$ cat src/hw/i2cs_params.svh
// Constants for the scripted I2C master sequencer
// Notes on behaviour
// - A stop command drives a stop condition onto the bus of the port chosen at launch only when a start holds that bus; otherwise it does nothing.
// - A read clocks in exactly the programmed byte count and acknowledges every byte before the final one.
// - The final read byte is not acknowledged when the no-acknowledge option is set, and acknowledged otherwise.
// - Every received byte leaves tagged with the index of the read command that fetched it.
// - A write shifts out every byte of its array in array order.
// - After each written byte the slave acknowledge bit is sampled before going on.
// - A no-acknowledge on a written byte stops the script and reports an error.
// - Every stop, read and write acts on the port selected when the script is launched.
// - A start on a bus not already held waits for a free bus and reports an error if it is still busy after one second; a repeated start does not wait.
`ifndef I2CS_PARAMS_SVH
`define I2CS_PARAMS_SVH
// ----------------------------------------
// Sizes
// ----------------------------------------
`define I2CS_NPORT         2
`define I2CS_PORT_W        1
`define I2CS_FIFO_DEPTH    8
// ----------------------------------------
// Timing
// ----------------------------------------
`define I2CS_CLK_PERIOD_NS 20
`define I2CS_QTR_NS        2500
`define I2CS_QTR_CYC       (`I2CS_QTR_NS / `I2CS_CLK_PERIOD_NS)
`define I2CS_FREE_TMO_S    1
`define I2CS_FREE_TMO_CYC  ((`I2CS_FREE_TMO_S * 1000000000) / `I2CS_CLK_PERIOD_NS)
// ----------------------------------------
// Bit slot phases and positions
// ----------------------------------------
`define I2CS_PH_LOW        2'h0
`define I2CS_PH_HIGH       2'h1
`define I2CS_PH_HOLD       2'h2
`define I2CS_PH_LAST       2'h3
`define I2CS_ACK_BIT       4'h8
`define I2CS_MSB           7
`endif

$ cat src/hw/i2cs_pkg.sv
// Types shared by the scripted I2C master sequencer
package i2cs_pkg;
    typedef enum logic [1:0] {
        I2CS_OP_START = 2'h0,
        I2CS_OP_STOP  = 2'h1,
        I2CS_OP_READ  = 2'h2,
        I2CS_OP_WRITE = 2'h3
    } i2cs_op_t;

    typedef enum logic [2:0] {
        S_IDLE  = 3'h0,
        S_FETCH = 3'h1,
        S_FREE  = 3'h2,
        S_START = 3'h3,
        S_STOP  = 3'h4,
        S_BYTE  = 3'h5,
        S_SKIP  = 3'h6,
        S_DONE  = 3'h7
    } i2cs_state_t;

    typedef struct packed {
        i2cs_op_t   op;
        logic       last_cmd;
        logic       arr_last;
        logic       nak_last;
        logic [7:0] read_byte_count;
        logic [7:0] wdata;
    } i2cs_cmd_t;

    typedef struct packed {
        logic [7:0] index;
        logic [7:0] data;
        logic       last;
    } i2cs_rdata_t;

    typedef struct packed {
        logic       error;
        logic       timeout;
        logic [7:0] cmd_index;
    } i2cs_status_t;
endpackage

$ cat src/hw/i2cs_master.sv
// Scripted I2C master: command FIFO and bus sequencer
`timescale 1ns/1ps
`include "i2cs_params.svh"

// ----------------------------------------
// Command FIFO
// ----------------------------------------
module i2cs_fifo #(
    parameter int W     = 8,
    parameter int DEPTH = 8
) (
    // Clock and reset
    input  wire logic         ref_clk,
    input  wire logic         resetn,
    // Fill side
    input  wire logic         s_valid,
    output logic              s_ready,
    input  wire logic [W-1:0] s_data,
    // Drain side
    output logic              m_valid,
    input  wire logic         m_ready,
    output logic [W-1:0]      m_data
);
    localparam int AW = $clog2(DEPTH);
    logic [W-1:0] mem [DEPTH];
    logic [AW:0]  wp;
    logic [AW:0]  rp;
    logic [AW:0]  next_wp;
    logic [AW:0]  next_rp;
    logic         push;

    always_comb begin
        s_ready = (wp - rp) != (AW+1)'(DEPTH);
        m_valid = wp != rp;
        m_data  = mem[rp[AW-1:0]];
        push    = s_valid && s_ready;
        next_wp = wp + (AW+1)'(push);
        next_rp = rp + (AW+1)'(m_valid && m_ready);
    end

    always_ff @(posedge ref_clk or negedge resetn) begin
        if (!resetn) begin
            wp <= '0;
            rp <= '0;
        end else begin
            wp <= next_wp;
            rp <= next_rp;
        end
    end

    // Storage has no reset; empty slots are never read out
    always_ff @(posedge ref_clk) begin
        if (push) begin
            mem[wp[AW-1:0]] <= s_data;
        end
    end
endmodule

// ----------------------------------------
// Sequencer
// ----------------------------------------
module i2cs_master import i2cs_pkg::*; #(
    parameter int TMO_CYC = `I2CS_FREE_TMO_CYC
) (
    // Clock and reset
    input  wire logic                   ref_clk,
    input  wire logic                   resetn,
    // Script launch and status
    input  wire logic                   run_start,
    input  wire logic [`I2CS_PORT_W-1:0] run_port,
    output logic                        busy,
    output logic                        done,
    output i2cs_status_t                status,
    // Command stream
    input  wire logic                   cmd_valid,
    output logic                        cmd_ready,
    input  wire i2cs_cmd_t              cmd,
    // Read data
    output logic                        rd_valid,
    output i2cs_rdata_t                 rd_out,
    // Bus pins, open drain
    input  wire logic [`I2CS_NPORT-1:0] scl_in,
    output logic [`I2CS_NPORT-1:0]      scl_out,
    output logic [`I2CS_NPORT-1:0]      scl_oe,
    input  wire logic [`I2CS_NPORT-1:0] sda_in,
    output logic [`I2CS_NPORT-1:0]      sda_out,
    output logic [`I2CS_NPORT-1:0]      sda_oe
);
    i2cs_state_t            state, next_state;
    logic [`I2CS_PORT_W-1:0] sel, next_sel;
    logic [31:0]            tmr, next_tmr;
    logic [1:0]             ph, next_ph;
    logic [3:0]             bitn, next_bitn;
    logic [7:0]             shreg, next_shreg;
    logic [7:0]             left, next_left;
    logic [7:0]             cmd_idx, next_cmd_idx;
    logic [7:0]             rd_idx, next_rd_idx;
    i2cs_cmd_t              cur, next_cur;
    i2cs_rdata_t            next_rd_out;
    logic                   owned, next_owned;
    logic                   scl_low, next_scl_low;
    logic                   sda_low, next_sda_low;
    logic                   err, next_err;
    logic                   tmo, next_tmo;
    logic                   next_done, next_rd_valid;
    logic [`I2CS_NPORT-1:0] scl_m, scl_s, sda_m, sda_s;
    logic                   f_valid, f_pop, qdone, fin, scl_bit, sda_bit;
    i2cs_cmd_t              f_cmd;

    i2cs_fifo #(.W($bits(i2cs_cmd_t)), .DEPTH(`I2CS_FIFO_DEPTH)) u_fifo (
        .ref_clk (ref_clk),
        .resetn  (resetn),
        .s_valid (cmd_valid),
        .s_ready (cmd_ready),
        .s_data  (cmd),
        .m_valid (f_valid),
        .m_ready (f_pop),
        .m_data  (f_cmd)
    );

    // ----------------------------------------
    // Pin synchronisers
    // ----------------------------------------
    always_ff @(posedge ref_clk or negedge resetn) begin
        if (!resetn) begin
            scl_m <= '1;
            scl_s <= '1;
            sda_m <= '1;
            sda_s <= '1;
        end else begin
            scl_m <= scl_in;
            scl_s <= scl_m;
            sda_m <= sda_in;
            sda_s <= sda_m;
        end
    end

    // Only the launched port is ever driven; pins only ever pull low
    always_comb begin
        scl_out = '0;
        sda_out = '0;
        scl_oe  = '0;
        sda_oe  = '0;
        scl_oe[sel] = scl_low;
        sda_oe[sel] = sda_low;
        scl_bit = scl_s[sel];
        sda_bit = sda_s[sel];
        busy    = state != S_IDLE;
        status  = '{error: err, timeout: tmo, cmd_index: cmd_idx};
    end

    // ----------------------------------------
    // Sequencer next state
    // ----------------------------------------
    // No clock stretching: a slave that holds the clock low is not waited for
    always_comb begin
        next_state = state;   next_sel = sel;     next_tmr = tmr + 32'h1;
        next_ph = ph;         next_bitn = bitn;   next_shreg = shreg;
        next_left = left;     next_cmd_idx = cmd_idx; next_rd_idx = rd_idx;
        next_cur = cur;       next_owned = owned; next_scl_low = scl_low;
        next_sda_low = sda_low; next_err = err;   next_tmo = tmo;
        next_rd_out = rd_out; next_done = 1'b0;   next_rd_valid = 1'b0;
        f_pop = 1'b0;         fin = 1'b0;
        qdone = tmr == 32'(`I2CS_QTR_CYC - 1);
        if (qdone && (state == S_START || state == S_STOP || state == S_BYTE)) begin
            next_tmr = '0;
            next_ph  = ph + 2'h1;
        end
        case (state)
            S_IDLE: begin
                if (run_start) begin
                    next_sel = run_port;
                    // An error leaves the bus released, so no earlier start is still owned
                    next_owned = 1'b0;
                    next_err = 1'b0;
                    next_tmo = 1'b0;
                    next_cmd_idx = '0;
                    next_rd_idx = '0;
                    next_state = S_FETCH;
                end
            end
            S_FETCH: begin
                next_tmr = '0;
                next_ph = `I2CS_PH_LOW;
                next_bitn = '0;
                if (f_valid) begin
                    f_pop = 1'b1;
                    next_cur = f_cmd;
                    case (f_cmd.op)
                        I2CS_OP_START: begin
                            next_sda_low = 1'b0;
                            next_state = owned ? S_START : S_FREE;
                        end
                        I2CS_OP_STOP: begin
                            next_sda_low = owned;
                            if (owned) next_state = S_STOP; else fin = 1'b1;
                        end
                        I2CS_OP_READ: begin
                            next_sda_low = 1'b0;
                            next_left = f_cmd.read_byte_count;
                            if (f_cmd.read_byte_count == 8'h0) begin
                                fin = 1'b1;
                                next_rd_idx = rd_idx + 8'h1;
                            end else begin
                                next_state = S_BYTE;
                            end
                        end
                        default: begin
                            next_shreg = f_cmd.wdata;
                            next_sda_low = !f_cmd.wdata[`I2CS_MSB];
                            next_state = S_BYTE;
                        end
                    endcase
                end
            end
            S_FREE: begin
                if (scl_bit && sda_bit) begin
                    next_tmr = '0;
                    next_state = S_START;
                end else if (tmr == 32'(TMO_CYC - 1)) begin
                    next_err = 1'b1;
                    next_tmo = 1'b1;
                    next_state = cur.last_cmd ? S_DONE : S_SKIP;
                end
            end
            S_START: begin
                if (qdone) begin
                    case (ph)
                        `I2CS_PH_LOW:  next_scl_low = 1'b0;
                        `I2CS_PH_HIGH: next_sda_low = 1'b1;
                        `I2CS_PH_HOLD: next_scl_low = 1'b1;
                        default: begin
                            next_owned = 1'b1;
                            fin = 1'b1;
                        end
                    endcase
                end
            end
            S_STOP: begin
                if (qdone) begin
                    case (ph)
                        `I2CS_PH_LOW:  next_scl_low = 1'b0;
                        `I2CS_PH_HIGH: next_sda_low = 1'b0;
                        `I2CS_PH_HOLD: next_owned = owned;
                        default: begin
                            next_owned = 1'b0;
                            fin = 1'b1;
                        end
                    endcase
                end
            end
            S_BYTE: begin
                if (qdone) begin
                    case (ph)
                        `I2CS_PH_LOW: next_scl_low = 1'b0;
                        `I2CS_PH_HIGH: begin
                            if (cur.op == I2CS_OP_READ && bitn != `I2CS_ACK_BIT) begin
                                next_shreg = {shreg[`I2CS_MSB-1:0], sda_bit};
                            end else if (cur.op == I2CS_OP_WRITE && bitn == `I2CS_ACK_BIT && sda_bit) begin
                                next_err = 1'b1;
                                next_state = cur.last_cmd ? S_DONE : S_SKIP;
                            end
                        end
                        `I2CS_PH_HOLD: next_scl_low = 1'b1;
                        default: begin
                            next_bitn = bitn + 4'h1;
                            next_sda_low = 1'b0;
                            if (cur.op == I2CS_OP_WRITE && bitn != `I2CS_ACK_BIT) begin
                                next_shreg = {shreg[`I2CS_MSB-1:0], 1'b0};
                                if (bitn != 4'(`I2CS_MSB)) next_sda_low = !shreg[`I2CS_MSB-1];
                            end else if (cur.op == I2CS_OP_READ && bitn == 4'(`I2CS_MSB)) begin
                                next_sda_low = !(left == 8'h1 && cur.nak_last);
                            end else if (bitn == `I2CS_ACK_BIT) begin
                                next_bitn = '0;
                                if (cur.op == I2CS_OP_WRITE) begin
                                    if (cur.arr_last) fin = 1'b1; else next_state = S_FETCH;
                                end else begin
                                    next_rd_valid = 1'b1;
                                    next_rd_out = '{index: rd_idx, data: shreg, last: left == 8'h1};
                                    next_left = left - 8'h1;
                                    if (left == 8'h1) begin
                                        fin = 1'b1;
                                        next_rd_idx = rd_idx + 8'h1;
                                    end
                                end
                            end
                        end
                    endcase
                end
            end
            S_SKIP: begin
                // Bus is left released; queued commands are dropped up to script end
                next_scl_low = 1'b0;
                next_sda_low = 1'b0;
                f_pop = f_valid;
                if (f_valid && f_cmd.last_cmd) next_state = S_DONE;
            end
            S_DONE: begin
                next_done = 1'b1;
                next_state = S_IDLE;
            end
            default: next_state = S_IDLE;
        endcase
        if (fin) begin
            next_cmd_idx = cmd_idx + 8'h1;
            next_state = next_cur.last_cmd ? S_DONE : S_FETCH;
        end
    end

    always_ff @(posedge ref_clk or negedge resetn) begin
        if (!resetn) begin
            state <= S_IDLE;  sel <= '0;    tmr <= '0;     ph <= '0;
            bitn <= '0;       shreg <= '0;  left <= '0;    cmd_idx <= '0;
            rd_idx <= '0;     cur <= '0;    owned <= 1'b0; scl_low <= 1'b0;
            sda_low <= 1'b0;  err <= 1'b0;  tmo <= 1'b0;   done <= 1'b0;
            rd_valid <= 1'b0; rd_out <= '0;
        end else begin
            state <= next_state;     sel <= next_sel;     tmr <= next_tmr;
            ph <= next_ph;           bitn <= next_bitn;   shreg <= next_shreg;
            left <= next_left;       cmd_idx <= next_cmd_idx; rd_idx <= next_rd_idx;
            cur <= next_cur;         owned <= next_owned; scl_low <= next_scl_low;
            sda_low <= next_sda_low; err <= next_err;     tmo <= next_tmo;
            done <= next_done;       rd_valid <= next_rd_valid; rd_out <= next_rd_out;
        end
    end
endmodule

$ cat config.mk
export PLATFORM = sky130hd
export DESIGN_NAME = i2cs_master
export DESIGN_NICKNAME = d
export VERILOG_FILES = /design/src/hw/i2cs_pkg.sv /design/src/hw/i2cs_master.sv
export VERILOG_INCLUDE_DIRS = /design/src /design/src/hw
export SDC_FILE = /design/constraint.sdc
export NUM_CORES = 1
export LEC_CHECK = 0
export ABC_AREA = 0
export ABC_CLOCK_PERIOD_IN_PS = 4800
export BUFFER_PORTS_ARGS = -buffer_cell sky130_fd_sc_hd__buf_2
export CAP_MARGIN = 20
export CORE_ASPECT_RATIO = 1.1
export CORE_UTILIZATION = 30
export DETAILED_ROUTE_END_ITERATION = 16
export PLACE_DENSITY = 0.51
export RECOVER_POWER = 50
export SLEW_MARGIN = 20
export SYNTH_ARGS = -nofsm -noshare
export SYNTH_HDL_FRONTEND = slang
export SYNTH_HIERARCHICAL = 1
export SYNTH_SLANG_ARGS = --single-unit
$ cat constraint.sdc
create_clock -name ref_clk -period 4.8 [get_ports ref_clk]
set_input_delay 0.48 -clock ref_clk [delete_from_list [all_inputs] [get_ports ref_clk]]
set_output_delay 0.48 -clock ref_clk [all_outputs]
set_load 0.005 [all_outputs]
==> impl_results.md, run 1 <==
* CP startpoint kind: register
* Final setup violation count at 0
* Most common cell in the netlist: nand2_1
* CTS Hold Bufs at 5
* P_sw at 2.85 mW
* Resized Gates After CTS at 0
* Clk Latency, worst-skew pair at 0.58 ns
* Post-Place Cell Area at 13,900 um^2
* Sw frac at 33.7%
* Mapped Area at 13,000 um^2
* Pin count of the biggest net entering global routing at 48
* Slowest CP cell: dfrtp_2
* Routed wire length at 28,600 um
* P&R area growth vs syn at 15.3%
* TritonRoute pass-1 iters at 5
* Sequential-to-total area share from yosys stat at 61.9%
* Synthesis Warnings at 6
* Comb pwr share at 30.6%
* Reg2reg end: state[2]
* MaxCap Viol Count at 1
* # fillers at 4,209
* Critical Path Sink Type: register
* Unrepaired setup endpoints after global routing: false
* Initial Utilization at 30.5%
* Vias per Instance at 4.79
* Hold Path Origin: run_port
* First-pass GRT wire length at 46,300 um
* Synth top area cells: edfxtp_1 39%, dfrtp_1 21%, mux4_2 7.3%
* Clock power share at 28.7%
* Static Leak at 5.72 nW
* Power per cell area at 565 nW/um^2
* Drc violations at 0
* 1st-iter DRT viols at 589
* Post-synth top cells: 178 x nand2_1, 168 x edfxtp_1, 111 x dfrtp_1
* Internal power at 5.60 mW
* Critical path arrival at 4.33 ns
* Reg2reg setup slack at 0.93 ns
* Gr usage total at 13.3%
* Async S/R FF share, synth at 41.5%
* Nets at 1,131
* Share of layout cells above drive strength 1 at 16.2%
* IO Count at 69
* CTS tree: built
* Vias in the first global route at 8,152
* Die width at 200 um
* Post-CTS Setup Bufs at 0
* Worst-path clk slew at 0.06 ns
* Final Total Pwr at 8.45 mW
* Clock Sinks at 287
* Core ar. at 42,500 um^2
* Hold slack at 0.0977 ns
* Avg WL per Cell at 17.2 um
* Flops & latches, synth at 287
* Failing checks: capacitance limit, slew limit
* Core Rows at 79
* Final HPWL DP at 17,900 um
* Hold path endpoint: sel
* Crit Reg-Reg Startpoint: u_fifo/rp[0]
* Synth Instances at 1,002
* Via Count at 7,993
* Gp weighted congestion at 0.776
* Worst-Margin Slew at 2.61 ns
* Initial antenna violation count at 3
* Worst-path fanout max at 28
* Fmax at 258 MHz
* Max VDD drop at 287 uV
* Deepest clock path buffer count at 3
* PortBufs at 64
* Top cell by count, worst path: nand2_1
* CP max stage delay at 0.97 ns
* Min Tclk post-route at 3.87 ns
* Die height at 220 um
* Worst-path cell chain: buf_4 -> mux4_2 -> nand2_1 -> nand2_1 -> nor4_1 -> a32oi_1 -> nand3b_1 -> o31a_1 -> o221ai_1 -> nor2_1 -> a311oi_1
* CP startpoint: u_fifo/rp[0]
* Synth Flop Type: edfxtp_1
* Overflow after GRT at 0
* Worst slew margin at -74.0%
* Period utilization at 80.6%
* Antenna Nets Post-Route at 0
* CTS buffer count at 31
* Final Cell Area at 15,000 um^2
* Fin. max-slew vios at 48
* Critical path class: reg -> reg
* Count of cell types in the netlist at 76
* Post-Route Skew at 0.0193 ns
* Run status: finished with violations
* R2R cell count at 11
* Number of synthesized flops with an enable pin at 168
* Syn avg cell area at 12.9 um^2
* H-tree levels at 1
* Die ar. at 44,100 um^2
* Hold path depth at 3
* Leading area contributor after synthesis: edfxtp_1
* Final Hold Viols at 0
* Root Driver: clkbuf_16
* Setup TNS at 0 ns
* Top-area cell type share of the netlist area at 38.9%
* Number of diodes at 0
* Worst Hold Class: in -> reg
* Worst path required time at 5.26 ns
* Sequential Power Share at 40.6%
[critical path: cells and delay by family, from the launching register on]
family / cells / cell delay, ns
AND/OR/NAND/NOR: 5 / 0.88
buffers and inverters: 1 / 0.35
AO/OA/AOI/OAI: 4 / 1.00
flip-flops: 1 / 0.97
multiplexers: 1 / 0.53
[registers in the layout, summed over array words and instances (netlist names), 3 cells and up]
signal      cells
rd_out         17
tmr            32
u_fifo/wp       4
rd_idx          8
u_fifo/mem    168
state           3
cmd_idx         8
cur             5
u_fifo/rp       4
left            8
bitn            4
shreg           8
[power by group through the flow]
| stage | clock, mW | combinational, mW | sequential (mW) |
|---|---|---|---|
| floorplan | 0 | 2.05 | 3.26 |
| CTS | 2.52 | 2.63 | 3.45 |
| finish | 2.43 | 2.59 | 3.44 |
| detailed placement | 0 | 2.62 | 3.49 |
| global route | 2.61 | 2.88 | 3.51 |
| global placement | 0 | 2.60 | 3.48 |
[per-layer routing]
layer | vias up | GRT usage [%] | wire, um | share of wire [%]
met4 | 6 | 4.05 | 567 | 2.0
met5 | - | 0 | 30 | 0.10
met3 | 38 | 2.35 | 1340 | 4.7
li1 | 3817 | - | - | -
met1 | 3981 | 17.9 | 13300 | 47
met2 | 151 | 21.8 | 13400 | 47
[worst max-delay path by stage]
stage | to | cells after the start
CTS | state[2] | 11
detailed placement | state[2] | 11
global placement | state[2] | 11
floorplan | u_fifo/mem[0][0] | 8
finish | state[2] | 11
global route | left[5] | 3
[kinds of logic (layout without fill, tap and decap cells)]
family,Yosys count,in the layout,share of synthesized area (%)
AND/OR/NAND/NOR,394,394,14.7
flip-flops,287,287,61.9
AO/OA/AOI/OAI,115,115,5.85
buffers and inverters,74,171,3.07
multiplexers,67,67,9.29
XOR/XNOR,40,40,2.82
adder cells (fa/ha/maj),24,24,2.32
other,1,4,0.0289
[through the flow]
step,worst slack [ns],cells,utilization (%)
2_1_floorplan,0.461,1005,-
3_3_place_gp,1.03,1606,32.8
3_5_place_dp,0.927,1606,32.8
4_1_cts,0.849,1669,35.3
5_1_grt,0.481,1669,35.2
6_report,0.929,1669,35.2
[layout make-up]
class | instances | area, um^2 | share of cell area (%)
multi-input cells | 644 | 4600 | 30.7
flip-flops and latches | 287 | 8040 | 53.7
clock buffers | 43 | 851 | 5.69
repair buffers | 93 | 490 | 3.28
inverters | 20 | 75.1 | 0.502
well taps | 567 | 709 | 4.74
clock inverters | 15 | 196 | 1.31
[layout by cell type, fill, tap and decap left out, types with 9 or more instances in the layout]
| master | instances |
|---|---|
| clkbuf_1 | 53 |
| nor3_1 | 15 |
| mux2i_1 | 18 |
| nand4_1 | 16 |
| edfxtp_1 | 168 |
| and3_1 | 11 |
| nand3_1 | 32 |
| mux4_2 | 42 |
| nand2b_1 | 9 |
| o21ai_0 | 40 |
| ha_1 | 24 |
| dfrtp_1 | 109 |
| clkbuf_16 | 31 |
| buf_4 | 22 |
| inv_1 | 19 |
| a21oi_1 | 19 |
| nor2b_1 | 9 |
| xnor2_1 | 10 |
| buf_2 | 20 |
| nor2_1 | 62 |
| xor2_1 | 29 |
| nand2_1 | 178 |
No activity file was read; power rests on OpenSTA's default activity.
==> run 2: changes to the inputs <==
--- a/config.mk
+++ b/config.mk
@@ -6,14 +6,14 @@
 export SDC_FILE = /design/constraint.sdc
 export NUM_CORES = 1
 export LEC_CHECK = 0
-export ABC_AREA = 0
-export ABC_CLOCK_PERIOD_IN_PS = 4800
+export ABC_AREA = 1
+export ABC_CLOCK_PERIOD_IN_PS = 3200
 export BUFFER_PORTS_ARGS = -buffer_cell sky130_fd_sc_hd__buf_2
 export CAP_MARGIN = 20
 export CORE_ASPECT_RATIO = 1.1
 export CORE_UTILIZATION = 30
 export DETAILED_ROUTE_END_ITERATION = 16
-export PLACE_DENSITY = 0.51
+export PLACE_DENSITY = 0.52
 export RECOVER_POWER = 50
 export SLEW_MARGIN = 20
 export SYNTH_ARGS = -nofsm -noshare
==> constraint.sdc (replaced) <==
create_clock -name ref_clk -period 3.2 [get_ports ref_clk]
set_input_delay 0.32 -clock ref_clk [delete_from_list [all_inputs] [get_ports ref_clk]]
set_output_delay 0.32 -clock ref_clk [all_outputs]
set_load 0.005 [all_outputs]
==> impl_results.md, run 2 <==
* Run status: finished clean
* Worst Hold Class: in -> reg
* Die ar. at 46,000 um^2 (+4.4%)
* DP Cell Count at 2,042 (+27%)
* Area of the multi-input gates at 4710 um^2 (+2.4%)
* H-tree levels at 2 (+1)
* Initial Utilization at 30.4% (-0.078 points)
* Synth Flop Type: edfxtp_1
* Initial antenna violation count at 4 (+1)
* Routed wire length at 33,100 um (+16%)
* Global Route met2 Usage at 24.1% (+2.3 points)
* Critical path arrival at 3.16 ns (-1.17 ns)
* Vias in the first global route at 9,624 (+18%)
* Post-Route Skew at 0.0198 ns (+0.000517 ns)
* Antenna Nets Post-Route at 0 (unchanged)
* Final HPWL DP at 21,600 um (+21%)
* Max FFs per register at 168 (unchanged)
* Fmax at 370 MHz (+43%)
* P&R area growth vs syn at 16.1%
* Synth Instances at 1,425 (+42%)
* Core Rows at 81 (+2.5%)
* Final Cell Area at 15,700 um^2 (+5.1%)
* Post-CTS Setup Bufs at 0 (unchanged)
* Max VDD drop at 525 uV (+83%)
* P_sw at 5.44 mW (+91%)
* Utilization after layout at 35.3% (+0.13 points)
* Critical path class: reg -> reg
* 1st-iter DRT viols at 629 (+6.8%)
* Sequential-to-total area share from yosys stat at 59.3% (-2.6 points)
* Syn avg cell area at 9.50 um^2 (-27%)
* Count of cell types in the netlist at 46 (-39%)
* Synth top area cells: edfxtp_1 37%, dfrtp_1 21%, nand2_1 8.8%
* Drc violations at 0 (unchanged)
* Fin. max-slew vios at 0 (-100%)
* Post-synth top cells: 317 x nand2_1, 195 x nor2_1, 168 x edfxtp_1
* Clock Sinks at 287 (unchanged)
* Period utilization at 84.5% (+3.8 points)
* Post-Place Cell Area at 14,500 um^2 (+4.1%)
* Most frequent cells in the layout: 317 x nand2_1, 187 x nor2_1, 168 x edfxtp_1
* Final setup violation count at 0 (unchanged)
* Via Count at 9,934 (+24%)
* Core ar. at 44,500 um^2 (+4.7%)
* Comb pwr share at 35.9% (+5.3 points)
* Clock power share at 28.8% (about the same)
* GR Util met3 at 3.32% (+0.97 points)
* Static Leak at 6.35 nW (+11%)
* Nets at 1,559 (+38%)
* Worst-Margin Slew at 1.38 ns (-1.23 ns)
* Top-area cell type share of the netlist area at 37.3% (-1.6 points)
* # fillers at 4,467 (+6.1%)
* Root Driver: clkbuf_16
* Overflow after GRT at 0 (unchanged)
* Gp weighted congestion at 0.899 (+16%)
* Power per cell area at 890 nW/um^2 (+58%)
* Deepest clock path buffer count at 3 (unchanged)
* MaxCap Viol Count at 0 (-1)
* Avg WL per Cell at 15.7 um (-8.6%)
* Hold slack at 0.111 ns (+0.0131 ns)
* Number of synthesized flops with an enable pin at 168 (unchanged)
* TritonRoute pass-1 iters at 7 (+2)
* CTS tree: built
* Critical Path Sink Type: register
* First-pass GRT wire length at 52,900 um (+14%)
* Final Non-Filler Cells at 2,113 (+27%)
* Vias per Instance at 4.70 (-1.8%)
* Mapped Area at 13,500 um^2 (+4.4%)
* Share of layout cells above drive strength 1 at 11.2% (-4.9 points)
* Die height at 225 um (+2.2%)
* Unrepaired setup endpoints after global routing: false
* Internal power at 8.55 mW (+53%)
* Async S/R FF share, synth at 41.5% (unchanged)
* Worst slew margin at 7.80% (+82 points)
* IO Count at 69 (unchanged)
* Worst path required time at 3.65 ns (-1.61 ns)
* Sw frac at 38.9% (+5.1 points)
* Most common cell in the netlist: nand2_1
* CP startpoint kind: register
* CTS buffer count at 34 (+9.7%)
* Sequential Power Share at 35.4% (-5.2 points)
* PortBufs at 64 (unchanged)
* Sequential cell area at 8030 um^2 (about the same)
* Met1 Use GR at 19.5% (+1.7 points)
* Final Hold Viols at 0 (unchanged)
* Die width at 205 um (+2.2%)
* Global route hottest layer: met2
* Gr usage total at 14.8% (+1.5 points)
* Clk Latency, worst-skew pair at 0.56 ns (-0.02 ns)
* Most common cell after layout, fill and taps aside: nand2_1
* Pin count of the biggest net entering global routing at 87 (+81%)
* Flops & latches, synth at 287 (unchanged)
* Worst-path fanout max at 26 (-7.1%)
* Synthesis Warnings at 6 (unchanged)
* Worst-path clk slew at 0.06 ns (about the same)
* Setup TNS at 0 ns (unchanged)
* Min Tclk post-route at 2.70 ns (-1.17 ns)
* Leading area contributor after synthesis: edfxtp_1
-- run 2: cell count changes after synthesis, moves of 42 or more --
cell / change
nand2_1: +139
nor2_1: +132
inv_1: +101
o21ai_0: +76
o21ai_1: +44
mux4_2: -42
-- run 2: logic make-up after synthesis --
| group | Yosys count | share of synthesized area (%) |
|---|---|---|
| buffers and inverters | 185 | 6.13 |
| and+or+nand+nor | 646 | 20.5 |
| DFF | 287 | 59.3 |
| AOI/OAI and AO/OA | 263 | 10.6 |
| other | 1 | 0.0277 |
| adders and majority gates | 24 | 2.22 |
| xor gates and xnor gates | 19 | 1.23 |
-- run 2: layout make-up --
| cell class | count | area share, % |
|---|---|---|
| clock buffer | 39 | 5.79 |
| sequential | 287 | 51.1 |
| tap | 581 | 4.63 |
| clock inverter | 22 | 1.83 |
| timing repair buffer | 94 | 3.48 |
| inverter | 132 | 3.15 |
| antenna | 2 | 0.0318 |
| multi-input combinational | 956 | 30.0 |
-- run 2: critical path: stages, from the launching register on --
cell and delay [ns]:
dfrtp_2 0.43, inv_2 0.37, buf_12 0.22, nor2_1 0.06, o22ai_1 0.16, nand2_1 0.07, nand2_1 0.17, nor2_1 0.06
nand2_1 0.08, nor2_1 0.05, nand2_1 0.05, nand2_1 0.07, nand3_1 0.21, o21ai_2 0.16, nor2_1 0.28, nand2_1 0.08
o31ai_1 0.07
-- run 2: routing by layer --
metal / vias to the layer above / wire length [um]
li1: 4937 / -
met1: 4727 / 15200
met2: 214 / 15700
met3: 52 / 1720
met4: 4 / 569
met5: - / 31
-- run 2: stage by stage --
stage | setup slack (ns) | power, mW
after floorplan | 0.408 | 8.59
after global placement | 0.589 | 10.0
after detailed placement | 0.561 | 10.0
after CTS | 0.528 | 14.2
after global routing | 0.159 | 15.0
final | 0.497 | 14.0
-- run 2: what timing repair did --
action | CTS | global route
hold endpoints to repair | 55 | 0
gates resized for setup | 0 | 0
hold buffers | 8 | 0
-- run 2: power by group through the flow --
stage / clock network [mW] / registers, mW / logic, mW
6_report: 4.03 / 4.95 / 5.02
5_1_grt: 4.31 / 5.01 / 5.71
4_1_cts: 4.16 / 4.95 / 5.06
3_5_place_dp: 0 / 5.02 / 5.03
3_3_place_gp: 0 / 5.01 / 4.99
2_1_floorplan: 0 / 4.92 / 3.67
-- run 2: final timing paths --
path / slack (ns) / depth (start not counted) / endpoint / start
hold / removal: 0.11 / 1 / u_fifo/mem[5][15] / cmd[15]
hold reg to reg: 0.36 / 0 / sda_s[0] / sda_m[0]
setup reg to reg: 0.50 / 16 / cmd_idx[5] / u_fifo/rp[0]
setup / recovery: 0.50 / 16 / cmd_idx[5] / u_fifo/rp[0]
max in group asynchronous: 0.72 / 3 / u_fifo/rp[0] / resetn
min in group asynchronous: 0.56 / 2 / tmr[14] / resetn
